File: config.mk
export PLATFORM = sky130hd
export DESIGN_NAME = cto_clock_lane_timing
export DESIGN_NICKNAME = d
export VERILOG_FILES = /design/src/cto_pkg.sv /design/src/cto_clock_lane_timing.sv /design/src/cto_auto_timing.sv
export SDC_FILE = /design/constraint.sdc
export NUM_CORES = 1
export LEC_CHECK = 0
export BUFFER_PORTS_ARGS = -buffer_cell sky130_fd_sc_hd__buf_2
export CAP_MARGIN = 10
export CORE_MARGIN = 2
export CORE_UTILIZATION = 57
export DETAILED_ROUTE_END_ITERATION = 8
export PLACE_DENSITY = 0.87
export SYNTH_ARGS = -nofsm -noshare
export SYNTH_HDL_FRONTEND = slang
export SYNTH_HIERARCHICAL = 1
export SYNTH_SLANG_ARGS = --single-unit
File: constraint.sdc
create_clock -name clock_i -period 3.8 [get_ports clock_i]
set_clock_uncertainty 0.1 [all_clocks]
set_input_delay 0.57 -clock clock_i [delete_from_list [all_inputs] [get_ports clock_i]]
set_output_delay 0.57 -clock clock_i [all_outputs]
set_load 0.01 [all_outputs]
File: src/cto_pkg.sv
// Constants, types and lookup shared by the clock-lane timing override block.
// Assumes one core clock domain and an 8-bit register address space.
package cto_pkg;

  localparam logic [7:0] CTO_ADDR_CLK_PREPARE = 8'h40;
  localparam logic [7:0] CTO_ADDR_CLK_ZERO = 8'h41;
  localparam logic [7:0] CTO_ADDR_CLK_TRAIL = 8'h42;

  localparam int CTO_OVERRIDE_BIT = 7;
  localparam int CTO_VALUE_W = 7;
  localparam int CTO_NUM_IVL = 3;

  localparam logic [1:0] CTO_IDX_PREPARE = 2'h0;
  localparam logic [1:0] CTO_IDX_ZERO = 2'h1;
  localparam logic [1:0] CTO_IDX_TRAIL = 2'h2;
  localparam logic [1:0] CTO_IDX_NONE = 2'h3;

  localparam logic [7:0] CTO_READ_UNMAPPED = 8'h00;

  typedef enum logic [2:0] {
    CTO_RATE_400 = 3'h0,
    CTO_RATE_800 = 3'h1,
    CTO_RATE_1200 = 3'h2,
    CTO_RATE_1500 = 3'h3,
    CTO_RATE_1600 = 3'h4
  } cto_rate_t;

  // Index 0 prepare, 1 zero, 2 trail.
  typedef logic [2:0][6:0] cto_ivl_set_t;

  // Reset values correspond to the 800 Mbps lane rate.
  localparam cto_ivl_set_t CTO_AUTO_800 = {7'h0b, 7'h1b, 7'h05};
  localparam cto_ivl_set_t CTO_AUTO_400 = {7'h06, 7'h0e, 7'h03};
  localparam cto_ivl_set_t CTO_AUTO_1200 = {7'h10, 7'h28, 7'h07};
  localparam cto_ivl_set_t CTO_AUTO_1500 = {7'h13, 7'h32, 7'h09};
  localparam cto_ivl_set_t CTO_AUTO_1600 = {7'h14, 7'h35, 7'h0a};
  localparam cto_ivl_set_t CTO_RESET_IVL = CTO_AUTO_800;

  typedef struct packed {
    logic override;
    logic [6:0] value;
  } cto_ivl_reg_t;

  typedef struct packed {
    logic [7:0] addr;
    logic [7:0] wdata;
    logic wr;
    logic rd;
  } cto_bus_req_t;

  typedef enum logic [2:0] {
    CTO_SEQ_IDLE = 3'h0,
    CTO_SEQ_PREPARE = 3'h1,
    CTO_SEQ_ZERO = 3'h2,
    CTO_SEQ_HS = 3'h3,
    CTO_SEQ_TRAIL = 3'h4
  } cto_seq_t;

  typedef struct packed {
    cto_ivl_reg_t [2:0] ivl;
    logic [7:0] rdata;
    cto_seq_t seq;
    logic [6:0] cnt;
    logic lp_zero;
    logic hs_drive;
    logic toggle_en;
  } cto_state_t;

  // Codes outside the rate list fall back to the reset rate.
  function automatic cto_ivl_set_t cto_auto_lookup(input logic [2:0] rate);
    cto_ivl_set_t res;
    res = CTO_AUTO_800;
    case (rate)
      CTO_RATE_400: res = CTO_AUTO_400;
      CTO_RATE_1200: res = CTO_AUTO_1200;
      CTO_RATE_1500: res = CTO_AUTO_1500;
      CTO_RATE_1600: res = CTO_AUTO_1600;
      default: res = CTO_AUTO_800;
    endcase
    return res;
  endfunction

  function automatic logic [1:0] cto_addr_index(input logic [7:0] addr);
    logic [1:0] idx;
    idx = CTO_IDX_NONE;
    if (addr == CTO_ADDR_CLK_PREPARE)
    begin
      idx = CTO_IDX_PREPARE;
    end
    else if (addr == CTO_ADDR_CLK_ZERO)
    begin
      idx = CTO_IDX_ZERO;
    end
    else if (addr == CTO_ADDR_CLK_TRAIL)
    begin
      idx = CTO_IDX_TRAIL;
    end
    return idx;
  endfunction

endpackage

File: src/cto_clock_lane_timing.sv
// Clock-lane timing override registers and the clock-lane entry/exit sequencer.
// Assumes a same-clock register master and a same-clock high-speed clock request.
//
// Decided for this implementation: strobed register access.
`timescale 1ns/1ps
module cto_clock_lane_timing (
  input wire logic clock_i,
  input wire logic reset_i,
  input wire logic ce_i,
  input cto_pkg::cto_bus_req_t bus_i,
  output logic [7:0] bus_rdata_o,
  input wire logic [2:0] lane_rate_i,
  input wire logic hs_clk_req_i,
  output cto_pkg::cto_ivl_set_t timing_o,
  output logic clk_lp_zero_o,
  output logic clk_hs_drive_o,
  output logic clk_toggle_en_o
);

  cto_pkg::cto_state_t state_reg;
  cto_pkg::cto_state_t state_next;
  cto_pkg::cto_ivl_set_t auto_ivl;
  cto_pkg::cto_ivl_set_t eff_ivl;
  logic [1:0] wr_idx;
  logic [1:0] rd_idx;
  logic [6:0] cur_limit;
  logic cur_done;

  cto_auto_timing u_auto (
    .clock_i(clock_i),
    .reset_i(reset_i),
    .ce_i(ce_i),
    .rate_i(lane_rate_i),
    .auto_o(auto_ivl)
  );

  // Effective intervals are a pure mux of flops, so they never glitch on a bus write.
  always_comb
  begin
    for (int i = 0; i < cto_pkg::CTO_NUM_IVL; i++)
    begin
      eff_ivl[i] = state_reg.ivl[i].override ? state_reg.ivl[i].value : auto_ivl[i];
    end
  end

  assign wr_idx = cto_pkg::cto_addr_index(bus_i.addr);
  assign rd_idx = cto_pkg::cto_addr_index(bus_i.addr);

  // A zero interval would stall no state at all, so it is held for one cycle.
  always_comb
  begin
    cur_limit = 7'h01;
    unique case (state_reg.seq)
      cto_pkg::CTO_SEQ_PREPARE: cur_limit = eff_ivl[cto_pkg::CTO_IDX_PREPARE];
      cto_pkg::CTO_SEQ_ZERO: cur_limit = eff_ivl[cto_pkg::CTO_IDX_ZERO];
      cto_pkg::CTO_SEQ_TRAIL: cur_limit = eff_ivl[cto_pkg::CTO_IDX_TRAIL];
      cto_pkg::CTO_SEQ_IDLE, cto_pkg::CTO_SEQ_HS: cur_limit = 7'h01;
      default: cur_limit = 7'h01;
    endcase
    if (cur_limit == 7'h00)
    begin
      cur_limit = 7'h01;
    end
    cur_done = ({1'b0, state_reg.cnt} + 8'h01) >= {1'b0, cur_limit};
  end

  always_comb
  begin
    state_next = state_reg;
    state_next.rdata = cto_pkg::CTO_READ_UNMAPPED;
    // The override bit is taken first, so one write can set override and value together.
    if (bus_i.wr && (wr_idx != cto_pkg::CTO_IDX_NONE))
    begin
      state_next.ivl[wr_idx].override = bus_i.wdata[cto_pkg::CTO_OVERRIDE_BIT];
      if (bus_i.wdata[cto_pkg::CTO_OVERRIDE_BIT])
      begin
        state_next.ivl[wr_idx].value = bus_i.wdata[6:0];
      end
      else
      begin
        state_next.ivl[wr_idx].value = state_reg.ivl[wr_idx].value;
      end
    end
    if (bus_i.rd && (rd_idx != cto_pkg::CTO_IDX_NONE))
    begin
      state_next.rdata = {state_reg.ivl[rd_idx].override, eff_ivl[rd_idx]};
    end

    state_next.cnt = cur_done ? 7'h00 : 7'(state_reg.cnt + 7'h01);
    unique case (state_reg.seq)
      cto_pkg::CTO_SEQ_IDLE:
      begin
        state_next.cnt = 7'h00;
        if (hs_clk_req_i)
        begin
          state_next.seq = cto_pkg::CTO_SEQ_PREPARE;
        end
      end
      cto_pkg::CTO_SEQ_PREPARE:
      begin
        if (cur_done)
        begin
          state_next.seq = cto_pkg::CTO_SEQ_ZERO;
        end
      end
      cto_pkg::CTO_SEQ_ZERO:
      begin
        if (cur_done)
        begin
          state_next.seq = cto_pkg::CTO_SEQ_HS;
        end
      end
      cto_pkg::CTO_SEQ_HS:
      begin
        state_next.cnt = 7'h00;
        if (!hs_clk_req_i)
        begin
          state_next.seq = cto_pkg::CTO_SEQ_TRAIL;
        end
      end
      cto_pkg::CTO_SEQ_TRAIL:
      begin
        if (cur_done)
        begin
          state_next.seq = cto_pkg::CTO_SEQ_IDLE;
        end
      end
      default:
      begin
        state_next.seq = cto_pkg::CTO_SEQ_IDLE;
        state_next.cnt = 7'h00;
      end
    endcase
    state_next.lp_zero = (state_next.seq == cto_pkg::CTO_SEQ_PREPARE);
    state_next.hs_drive = (state_next.seq == cto_pkg::CTO_SEQ_ZERO) ||
      (state_next.seq == cto_pkg::CTO_SEQ_HS) || (state_next.seq == cto_pkg::CTO_SEQ_TRAIL);
    state_next.toggle_en = (state_next.seq == cto_pkg::CTO_SEQ_HS);
  end

  always_ff @(posedge clock_i)
  begin
    if (reset_i)
    begin
      for (int i = 0; i < cto_pkg::CTO_NUM_IVL; i++)
      begin
        state_reg.ivl[i].override <= 1'b0;
        state_reg.ivl[i].value <= cto_pkg::CTO_RESET_IVL[i];
      end
      state_reg.rdata <= cto_pkg::CTO_READ_UNMAPPED;
      state_reg.seq <= cto_pkg::CTO_SEQ_IDLE;
      state_reg.cnt <= 7'h00;
      state_reg.lp_zero <= 1'b0;
      state_reg.hs_drive <= 1'b0;
      state_reg.toggle_en <= 1'b0;
    end
    else if (ce_i)
    begin
      state_reg <= state_next;
    end
  end

  assign bus_rdata_o = state_reg.rdata;
  assign timing_o = eff_ivl;
  assign clk_lp_zero_o = state_reg.lp_zero;
  assign clk_hs_drive_o = state_reg.hs_drive;
  assign clk_toggle_en_o = state_reg.toggle_en;

  property p_prepare_override;
    @(posedge clock_i) disable iff (reset_i)
    (ce_i && bus_i.wr && bus_i.addr == cto_pkg::CTO_ADDR_CLK_PREPARE && bus_i.wdata[7])
      |=> timing_o[0] == $past(bus_i.wdata[6:0]);
  endproperty
  a_prepare_override: assert property (p_prepare_override)
    else $error("Prepare override value not applied.");

  property p_zero_override;
    @(posedge clock_i) disable iff (reset_i)
    (ce_i && bus_i.wr && bus_i.addr == cto_pkg::CTO_ADDR_CLK_ZERO && bus_i.wdata[7])
      |=> timing_o[1] == $past(bus_i.wdata[6:0]);
  endproperty
  a_zero_override: assert property (p_zero_override)
    else $error("Zero override value not applied.");

  property p_trail_auto;
    @(posedge clock_i) disable iff (reset_i)
    (ce_i && bus_i.wr && bus_i.addr == cto_pkg::CTO_ADDR_CLK_TRAIL && !bus_i.wdata[7])
      |=> timing_o[2] == auto_ivl[2];
  endproperty
  a_trail_auto: assert property (p_trail_auto)
    else $error("Trail interval not automatic with override clear.");

  property p_write_ignored;
    @(posedge clock_i) disable iff (reset_i)
    (ce_i && bus_i.wr && bus_i.addr == cto_pkg::CTO_ADDR_CLK_ZERO && !bus_i.wdata[7])
      ##1 (ce_i && bus_i.rd && bus_i.addr == cto_pkg::CTO_ADDR_CLK_ZERO)
      |=> bus_rdata_o == {1'b0, $past(auto_ivl[1])};
  endproperty
  a_write_ignored: assert property (p_write_ignored)
    else $error("Zero readback not automatic after non-override write.");

  property p_readback;
    @(posedge clock_i) disable iff (reset_i)
    (ce_i && bus_i.wr && bus_i.addr == cto_pkg::CTO_ADDR_CLK_PREPARE && bus_i.wdata[7])
      ##1 (ce_i && bus_i.rd && bus_i.addr == cto_pkg::CTO_ADDR_CLK_PREPARE)
      |=> bus_rdata_o == {1'b1, $past(bus_i.wdata[6:0], 2)};
  endproperty
  a_readback: assert property (p_readback)
    else $error("Override value not read back as written.");

  property p_rate_follow;
    @(posedge clock_i) disable iff (reset_i)
    ($past(ce_i) && !$past(reset_i)) |-> auto_ivl == cto_pkg::cto_auto_lookup($past(lane_rate_i));
  endproperty
  a_rate_follow: assert property (p_rate_follow)
    else $error("Automatic intervals do not follow lane rate.");

  property p_reset_values;
    @(posedge clock_i) disable iff (reset_i)
    $past(reset_i) |-> (timing_o == {7'h0b, 7'h1b, 7'h05}) &&
      !state_reg.ivl[0].override && !state_reg.ivl[1].override && !state_reg.ivl[2].override;
  endproperty
  a_reset_values: assert property (p_reset_values)
    else $error("Wrong values after reset.");

  property p_prepare_bound;
    @(posedge clock_i) disable iff (reset_i)
    (state_reg.seq == cto_pkg::CTO_SEQ_PREPARE) |->
      ({1'b0, state_reg.cnt} < {1'b0, cur_limit});
  endproperty
  a_prepare_bound: assert property (p_prepare_bound)
    else $error("Prepare state outlasts its interval.");

  property p_trail_exit;
    @(posedge clock_i) disable iff (reset_i)
    (ce_i && state_reg.seq == cto_pkg::CTO_SEQ_TRAIL &&
      ({1'b0, state_reg.cnt} + 8'h01) == {1'b0, timing_o[2]})
      |=> state_reg.seq == cto_pkg::CTO_SEQ_IDLE && !clk_hs_drive_o;
  endproperty
  a_trail_exit: assert property (p_trail_exit)
    else $error("Trail state did not end after its interval.");

endmodule

File: src/cto_auto_timing.sv
// Automatic clock-lane interval table, registered from the selected lane rate.
// Assumes the rate select comes from logic on the same core clock.
`timescale 1ns/1ps
module cto_auto_timing (
  input wire logic clock_i,
  input wire logic reset_i,
  input wire logic ce_i,
  input wire logic [2:0] rate_i,
  output cto_pkg::cto_ivl_set_t auto_o
);

  cto_pkg::cto_ivl_set_t auto_reg;
  cto_pkg::cto_ivl_set_t auto_next;

  // A rate change reaches the table one enabled edge later.
  always_comb
  begin
    auto_next = cto_pkg::cto_auto_lookup(rate_i);
  end

  always_ff @(posedge clock_i)
  begin
    if (reset_i)
    begin
      auto_reg <= cto_pkg::CTO_RESET_IVL;
    end
    else if (ce_i)
    begin
      auto_reg <= auto_next;
    end
  end

  assign auto_o = auto_reg;

endmodule

==> impl_metrics.env, run 1 <==
export IMPL_timing_max_transition_violations_final=0
export IMPL_critPathArrivalTime_ps=3720
export IMPL_synth_area_mm2=0.00354
export IMPL_synth_top_area_share_pct=32.2
export IMPL_critPathRequiredTime_ps=3980
export IMPL_die_area_mm2=0.00686
export IMPL_dp_cells=516
export IMPL_maxCapViolations=0
export IMPL_shortest_clock_period_the_worst_path_allows_after_layout_ps=3540
export IMPL_tritoncts="yes"
export IMPL_yosysSeqAreaShare_pct=32.2
export IMPL_first_global_vias=3175
export IMPL_setup_violations=0
export IMPL_overflow=0
export IMPL_synth_main_ff_cell="dfxtp_1"
export IMPL_ctsLongestPathBuffers=2
export IMPL_finalWeightedCongestion=0.969
export IMPL_final_setup_tns_ps=0
export IMPL_route_detailed_vias_per_inst=6.34
export IMPL_synth_enable_flop_cells=0
export IMPL_p_leak_nw=1.59
export IMPL_wl_per_cell_um=17.6
export IMPL_io_pins=57
export IMPL_multiInputGateArea_mm2=0.00211
export IMPL_post_synth_inst_count=421
export IMPL_grt_setup_unrepaired="false"
export IMPL_worstSetupStartpointType="flip-flop"
export IMPL_layout_common_cells="56 x nor2_1, 56 x buf_2, 54 x dfxtp_1"
export IMPL_post_synth_main_area_contributors="dfxtp_1 32%, mux2_2 6.0%, nor2_1 5.9%"
export IMPL_timing_worst_slew_pin_value_ps=818
export IMPL_final_core_util_pct=66.1
export IMPL_detailroute_via_count=3372
export IMPL_post_layout_nonfiller_instances=532
export IMPL_fp_dieW_um=82.8
export IMPL_critical_path_class="reg -> reg"
export IMPL_h_tree_depth=3
export IMPL_regArea_mm2=0.00114
export IMPL_class_of_the_worst_hold_path="reg -> reg"
export IMPL_dr_first_iter_drc_count=384
export IMPL_cts_num_sinks=57
export IMPL_num_fill_cells=489
export IMPL_worstSkewPairLatency_ps=340
export IMPL_timing_critical_path_to_type="flip-flop"
export IMPL_grt_pass1_wl_mm=15.2
export IMPL_design_final_nets=485
export IMPL_final_period_utilization_pct=93.1
export IMPL_timing_max_slew_rel_slack_pct=45.2
export IMPL_die_height_um=82.8
export IMPL_final_layout_size_suffix_gt1_share_pct=23.2
export IMPL_clock_fmax_ghz=0.283
export IMPL_firstDrtPassIters=5
export IMPL_worst_path_max_fanout=11
export IMPL_cts_clk_slew_worst_paths_ps=60
export IMPL_areal_power_density_over_the_cells_mw_per_mm2=429
export IMPL_rr_worst_depth=13
export IMPL_synth_yosys_warnings=6
export IMPL_hpwl_mm=6.84
export IMPL_antenna_left=0
export IMPL_number_of_flip_flops_in_the_largest_register=34
export IMPL_synth_async_reset_ratio_pct=0
export IMPL_grt_usage_pct=26.8
export IMPL_hold_ws_ps=362
export IMPL_pin_count_of_the_biggest_net_entering_global_routing=43
export IMPL_cts_root_buf="clkbuf_8"
export IMPL_synth_top_area_cell="dfxtp_1"
export IMPL_worstHoldPathCells=2
export IMPL_ys_types=60
export IMPL_numCtsBuffers=9
export IMPL_outcome="complete, no violations"
export IMPL_power_w=0.00169
export IMPL_irDropWorstVdd_uv=270
export IMPL_std_cell_rows=28
export IMPL_syn_mean_instance_area_um2=8.41
export IMPL_core_outline_area_mm2=0.00596
export IMPL_hold_viol=0
export IMPL_post_detailed_routing_wire_length_mm=9.38
export IMPL_start_util_pct=59.4
export IMPL_areaGrowthSynthToFinish_pct=11.2
export IMPL_io_buffers=56
export IMPL_antenna_cells=0
export IMPL_ys_ff_latch=57
export IMPL_holdBufCountCts=0
export IMPL_route_detailed_drc=0
export IMPL_number_of_antenna_violations_at_the_first_check_in_global_routing=0
## stage by stage
step | cell area, um^2 | setup slack [ps]
final | 3940 | 263
after global placement | 3710 | 433
after detailed placement | 3710 | 278
after global routing | 3940 | 13.3
after floorplan | 3560 | 388
after CTS | 3930 | 265
## area by class of cell
type                            count  area share (%)
Tap cell                           75            2.38
Inverter                           12            1.14
Clock buffer                       14            4.13
Sequential cell                    57            29.1
Timing Repair Buffer               62            8.26
Multi-Input combinational cell    310            53.5
Clock inverter                      2            1.53
## cell usage after synthesis, drive strengths merged, types with 5 or more instances
master and count:
mux2 19, nor2b 7, a32oi 9, nand2b 10
dfxtp 57, nand3 14, ha 8, mux2i 18
or2 7, a22oi 15, nor3 5, a31oi 6
nand2 22, clkbuf 19, a21oi 14, inv 11
a211oi 13, o21ai 19, buf 28, nor2 56
## per-layer routing
layer  GRT usage (%)  part of all wire [%]
met1            35.2                    43
met2            42.2                    45
met3            8.45                   9.6
met4            8.49                   2.4
met5               0                     0
## power by group
part	switching (W)	internal, W	total [W]
combinational	0.000235	0.000160	0.000394
clock	0.000234	0.000406	0.000640
sequential	0.0000334	0.000621	0.000654
## worst max-delay path, cell delays in order (launching register included)
cell and delay [ps]:
dfxtp_1 410, inv_1 220, nor3_1 90, buf_4 170, a222oi_1 470, nand3_1 130
o21ai_0 190, ha_1 260, nand2b_1 160, a2111oi_0 410, a211o_1 270, buf_4 200
nor4b_1 260, or3_1 150
## final timing paths
kind	start	endpoint	slack, ps
min reg2reg	u_auto/auto_o[10]	u_auto/auto_o[10]	360
max reg2reg	state_reg[12]	clk_hs_drive_o	260
min	u_auto/auto_o[10]	u_auto/auto_o[10]	360
max	state_reg[12]	clk_hs_drive_o	260
## logic make-up (layout without fill, tap and decap cells)
family          after synthesis  after routing  synth area share (%)
compound gates              107            107                  21.7
xor+xnor                      6              6                  1.48
fa+ha+maj                     8              8                  2.83
buf+inv                      59             90                  8.80
flops                        57             57                  32.2
mux                          37             37                  11.1
other cells                   1              6                 0.106
simple gates                146            146                  21.7
## repair_timing
item / in CTS / in global routing
endpoints found under the setup margin: 0 / 3
setup buffers: 0 / 0
resized for setup: 0 / 3
No activity file was read; power rests on OpenSTA's default activity.
==> run 2: changes to the inputs <==
--- a/config.mk
+++ b/config.mk
@@ -7,10 +7,12 @@
 export LEC_CHECK = 0
 export BUFFER_PORTS_ARGS = -buffer_cell sky130_fd_sc_hd__buf_2
 export CAP_MARGIN = 10
+export CELL_PAD_IN_SITES_DETAIL_PLACEMENT = 0
+export CELL_PAD_IN_SITES_GLOBAL_PLACEMENT = 1
 export CORE_MARGIN = 2
-export CORE_UTILIZATION = 57
+export CORE_UTILIZATION = 42
 export DETAILED_ROUTE_END_ITERATION = 8
-export PLACE_DENSITY = 0.87
+export PLACE_DENSITY = 0.86
 export SYNTH_ARGS = -nofsm -noshare
 export SYNTH_HDL_FRONTEND = slang
 export SYNTH_HIERARCHICAL = 1
==> run 2 against run 1 <==
  * Wire length increased by 2.8%
  * Fmax up 0.58%
  * Sequential cell count unchanged
  * Utilization decreased by 17 points
  * Sequential share of layout area is 0.57 points lower
  * Global-route usage is 4.5 points lower
  * Cell area rose by 1.8%
  * Combinational power rose by 2%
  * Setup slack improved by 21 ps
  * Critical endpoint unchanged
==> impl_metrics.env, run 2 (synthesized netlist as in run 1, its figures left out) <==
export IMPL_groute_layer_met3_usage_pct=4.62
export IMPL_grt_pass1_wl_mm=15.6
export IMPL_io_buffers=56
export IMPL_grt_usage_pct=22.4
export IMPL_cp_top_family="compound AO/OA/AOI/OAI gates"
export IMPL_grtUsageMet1_pct=29.7
export IMPL_place_worst_setup_slack_ps=298
export IMPL_cts_clk_slew_worst_paths_ps=70
export IMPL_areaGrowthSynthToFinish_pct=13.2
export IMPL_firstDrtPassIters=5
export IMPL_timing_worst_slew_pin_value_ps=851
export IMPL_timing_max_transition_violations_final=0
export IMPL_sequentialPowerShare_pct=37.0
export IMPL_p_int_w=0.00124
export IMPL_hold_viol=0
export IMPL_switchingPower_w=0.000522
export IMPL_shortest_clock_period_the_worst_path_allows_after_layout_ps=3520
export IMPL_timing_critical_path_to_type="flip-flop"
export IMPL_sw_frac_of_total_pct=29.7
export IMPL_tritoncts="yes"
export IMPL_grt_setup_unrepaired="false"
export IMPL_critical_path_slowest_cell="dfxtp_1"
export IMPL_crit_chain="mux2_2 -> a222oi_1 -> nand3_1 -> o21ai_0 -> ha_1 -> nand2b_1 -> a2111oi_0 -> a211o_1 -> a2111oi_0 -> or3_1"
export IMPL_numCtsBuffers=9
export IMPL_route_detailed_drc=0
export IMPL_p_leak_nw=1.61
export IMPL_critPathRequiredTime_ps=3940
export IMPL_number_of_flip_flops_in_the_largest_register=34
export IMPL_fp_dieW_um=95.8
export IMPL_critical_path_class="reg -> reg"
export IMPL_std_cell_rows=33
export IMPL_detailroute_via_count=3255
export IMPL_clock_network_power_share_pct=40.2
export IMPL_outcome="complete, no violations"
export IMPL_path_buf_inv=0
export IMPL_wl_per_cell_um=17.1
export IMPL_timing_critical_path_mode_cell="a2111oi_0"
export IMPL_number_of_antenna_violations_at_the_first_check_in_global_routing=0
export IMPL_crit_cells=10
export IMPL_design_final_nets=487
export IMPL_irDropWorstVdd_uv=193
export IMPL_post_detailed_routing_wire_length_mm=9.64
export IMPL_pin_count_of_the_biggest_net_entering_global_routing=43
export IMPL_finalWeightedCongestion=0.884
export IMPL_dr_first_iter_drc_count=228
export IMPL_overflow=0
export IMPL_critPathArrivalTime_ps=3660
export IMPL_die_height_um=95.8
export IMPL_power_frac_comb_pct=22.9
export IMPL_final_layout_size_suffix_gt1_share_pct=23.7
export IMPL_setup_violations=0
export IMPL_worstHoldPathCells=2
export IMPL_io_pins=57
export IMPL_timing_max_slew_rel_slack_pct=43.3
export IMPL_ctsLongestPathBuffers=2
export IMPL_class_of_the_worst_hold_path="reg -> reg"
export IMPL_holdBufCountCts=0
export IMPL_hpwl_mm=7.08
export IMPL_cts_num_sinks=57
export IMPL_h_tree_depth=3
export IMPL_layout_common_cells="56 x nor2_1, 56 x dfxtp_1, 56 x buf_2"
export IMPL_maxCapViolations=0
export IMPL_post_route_worst_setup_slack_ps=284
export IMPL_worst_path_largest_cell_delay_ps=570
export IMPL_start_util_pct=43.3
export IMPL_gr_max_usage_layer="met2"
export IMPL_final_setup_tns_ps=0
export IMPL_areal_power_density_over_the_cells_mw_per_mm2=439
export IMPL_worstSetupStartpointType="flip-flop"
export IMPL_first_global_vias=2997
export IMPL_cts_root_buf="clkbuf_8"
export IMPL_die_area_mm2=0.00918
export IMPL_rr_worst_depth=10
export IMPL_route_detailed_vias_per_inst=5.77
export IMPL_antenna_cells=0
export IMPL_core_outline_area_mm2=0.00818
export IMPL_worst_path_max_fanout=9
export IMPL_antenna_left=0
export IMPL_gr_usage_met2_pct=34.4
export IMPL_clock_fmax_ghz=0.284
export IMPL_power_w=0.00176
export IMPL_worstSkewPairLatency_ps=350
export IMPL_final_period_utilization_pct=92.5
==> run 2: layout make-up <==
type / instances / area [um^2]
clock buffers: 10 / 138
inverters: 12 / 45.0
flip-flops and latches: 57 / 1140
multi-input cells: 310 / 2110
fillers: 783 / 4170
well taps: 105 / 131
clock inverters: 6 / 105
repair buffers: 64 / 340
==> run 2: timing repair <==
action | CTS | global route
setup endpoints to repair | 0 | 1
gates resized for setup | 0 | 1
setup buffers | 0 | 0
==> run 2: per-stage QoR <==
step / util, % / hold slack, ps / std cells / instance area (um^2)
floorplan: - / 319 / 426 / 3560
global placement: 46.0 / 339 / 548 / 3760
detailed placement: 46.0 / 337 / 548 / 3760
CTS: 49.0 / 347 / 564 / 4010
global route: 49.0 / 383 / 564 / 4010
finish: 49.0 / 349 / 564 / 4010
==> run 2: routing by layer <==
metal,routed length (um),vias up
met3,736,21
met1,4350,1517
met5,0,-
met2,4230,133
li1,-,1584
met4,320,0
==> run 2: power groups by stage <==
stage               Clock [W]  Sequential [W]  Combinational (W)
floorplan                   0        0.000648           0.000292
global route         0.000743        0.000655           0.000454
CTS                  0.000715        0.000650           0.000397
global placement            0        0.000663           0.000389
finish               0.000706        0.000650           0.000402
detailed placement          0        0.000663           0.000394
==> run 2: worst reg2reg max path, stage by stage, from the launching register on <==
cell and delay [ps]:
dfxtp_1 570, mux2_2 430, a222oi_1 460, nand3_1 110, o21ai_0 170, ha_1 240, nand2b_1 130, a2111oi_0 410
a211o_1 280, a2111oi_0 140, or3_1 380
==> run 2: worst paths after layout <==
check                           slack (ps)                end               from
worst max register to register         280     clk_hs_drive_o      state_reg[28]
worst min-delay path                   350  u_auto/auto_o[10]  u_auto/auto_o[10]
worst max-delay path                   280     clk_hs_drive_o      state_reg[28]
worst min register to register         350  u_auto/auto_o[10]  u_auto/auto_o[10]
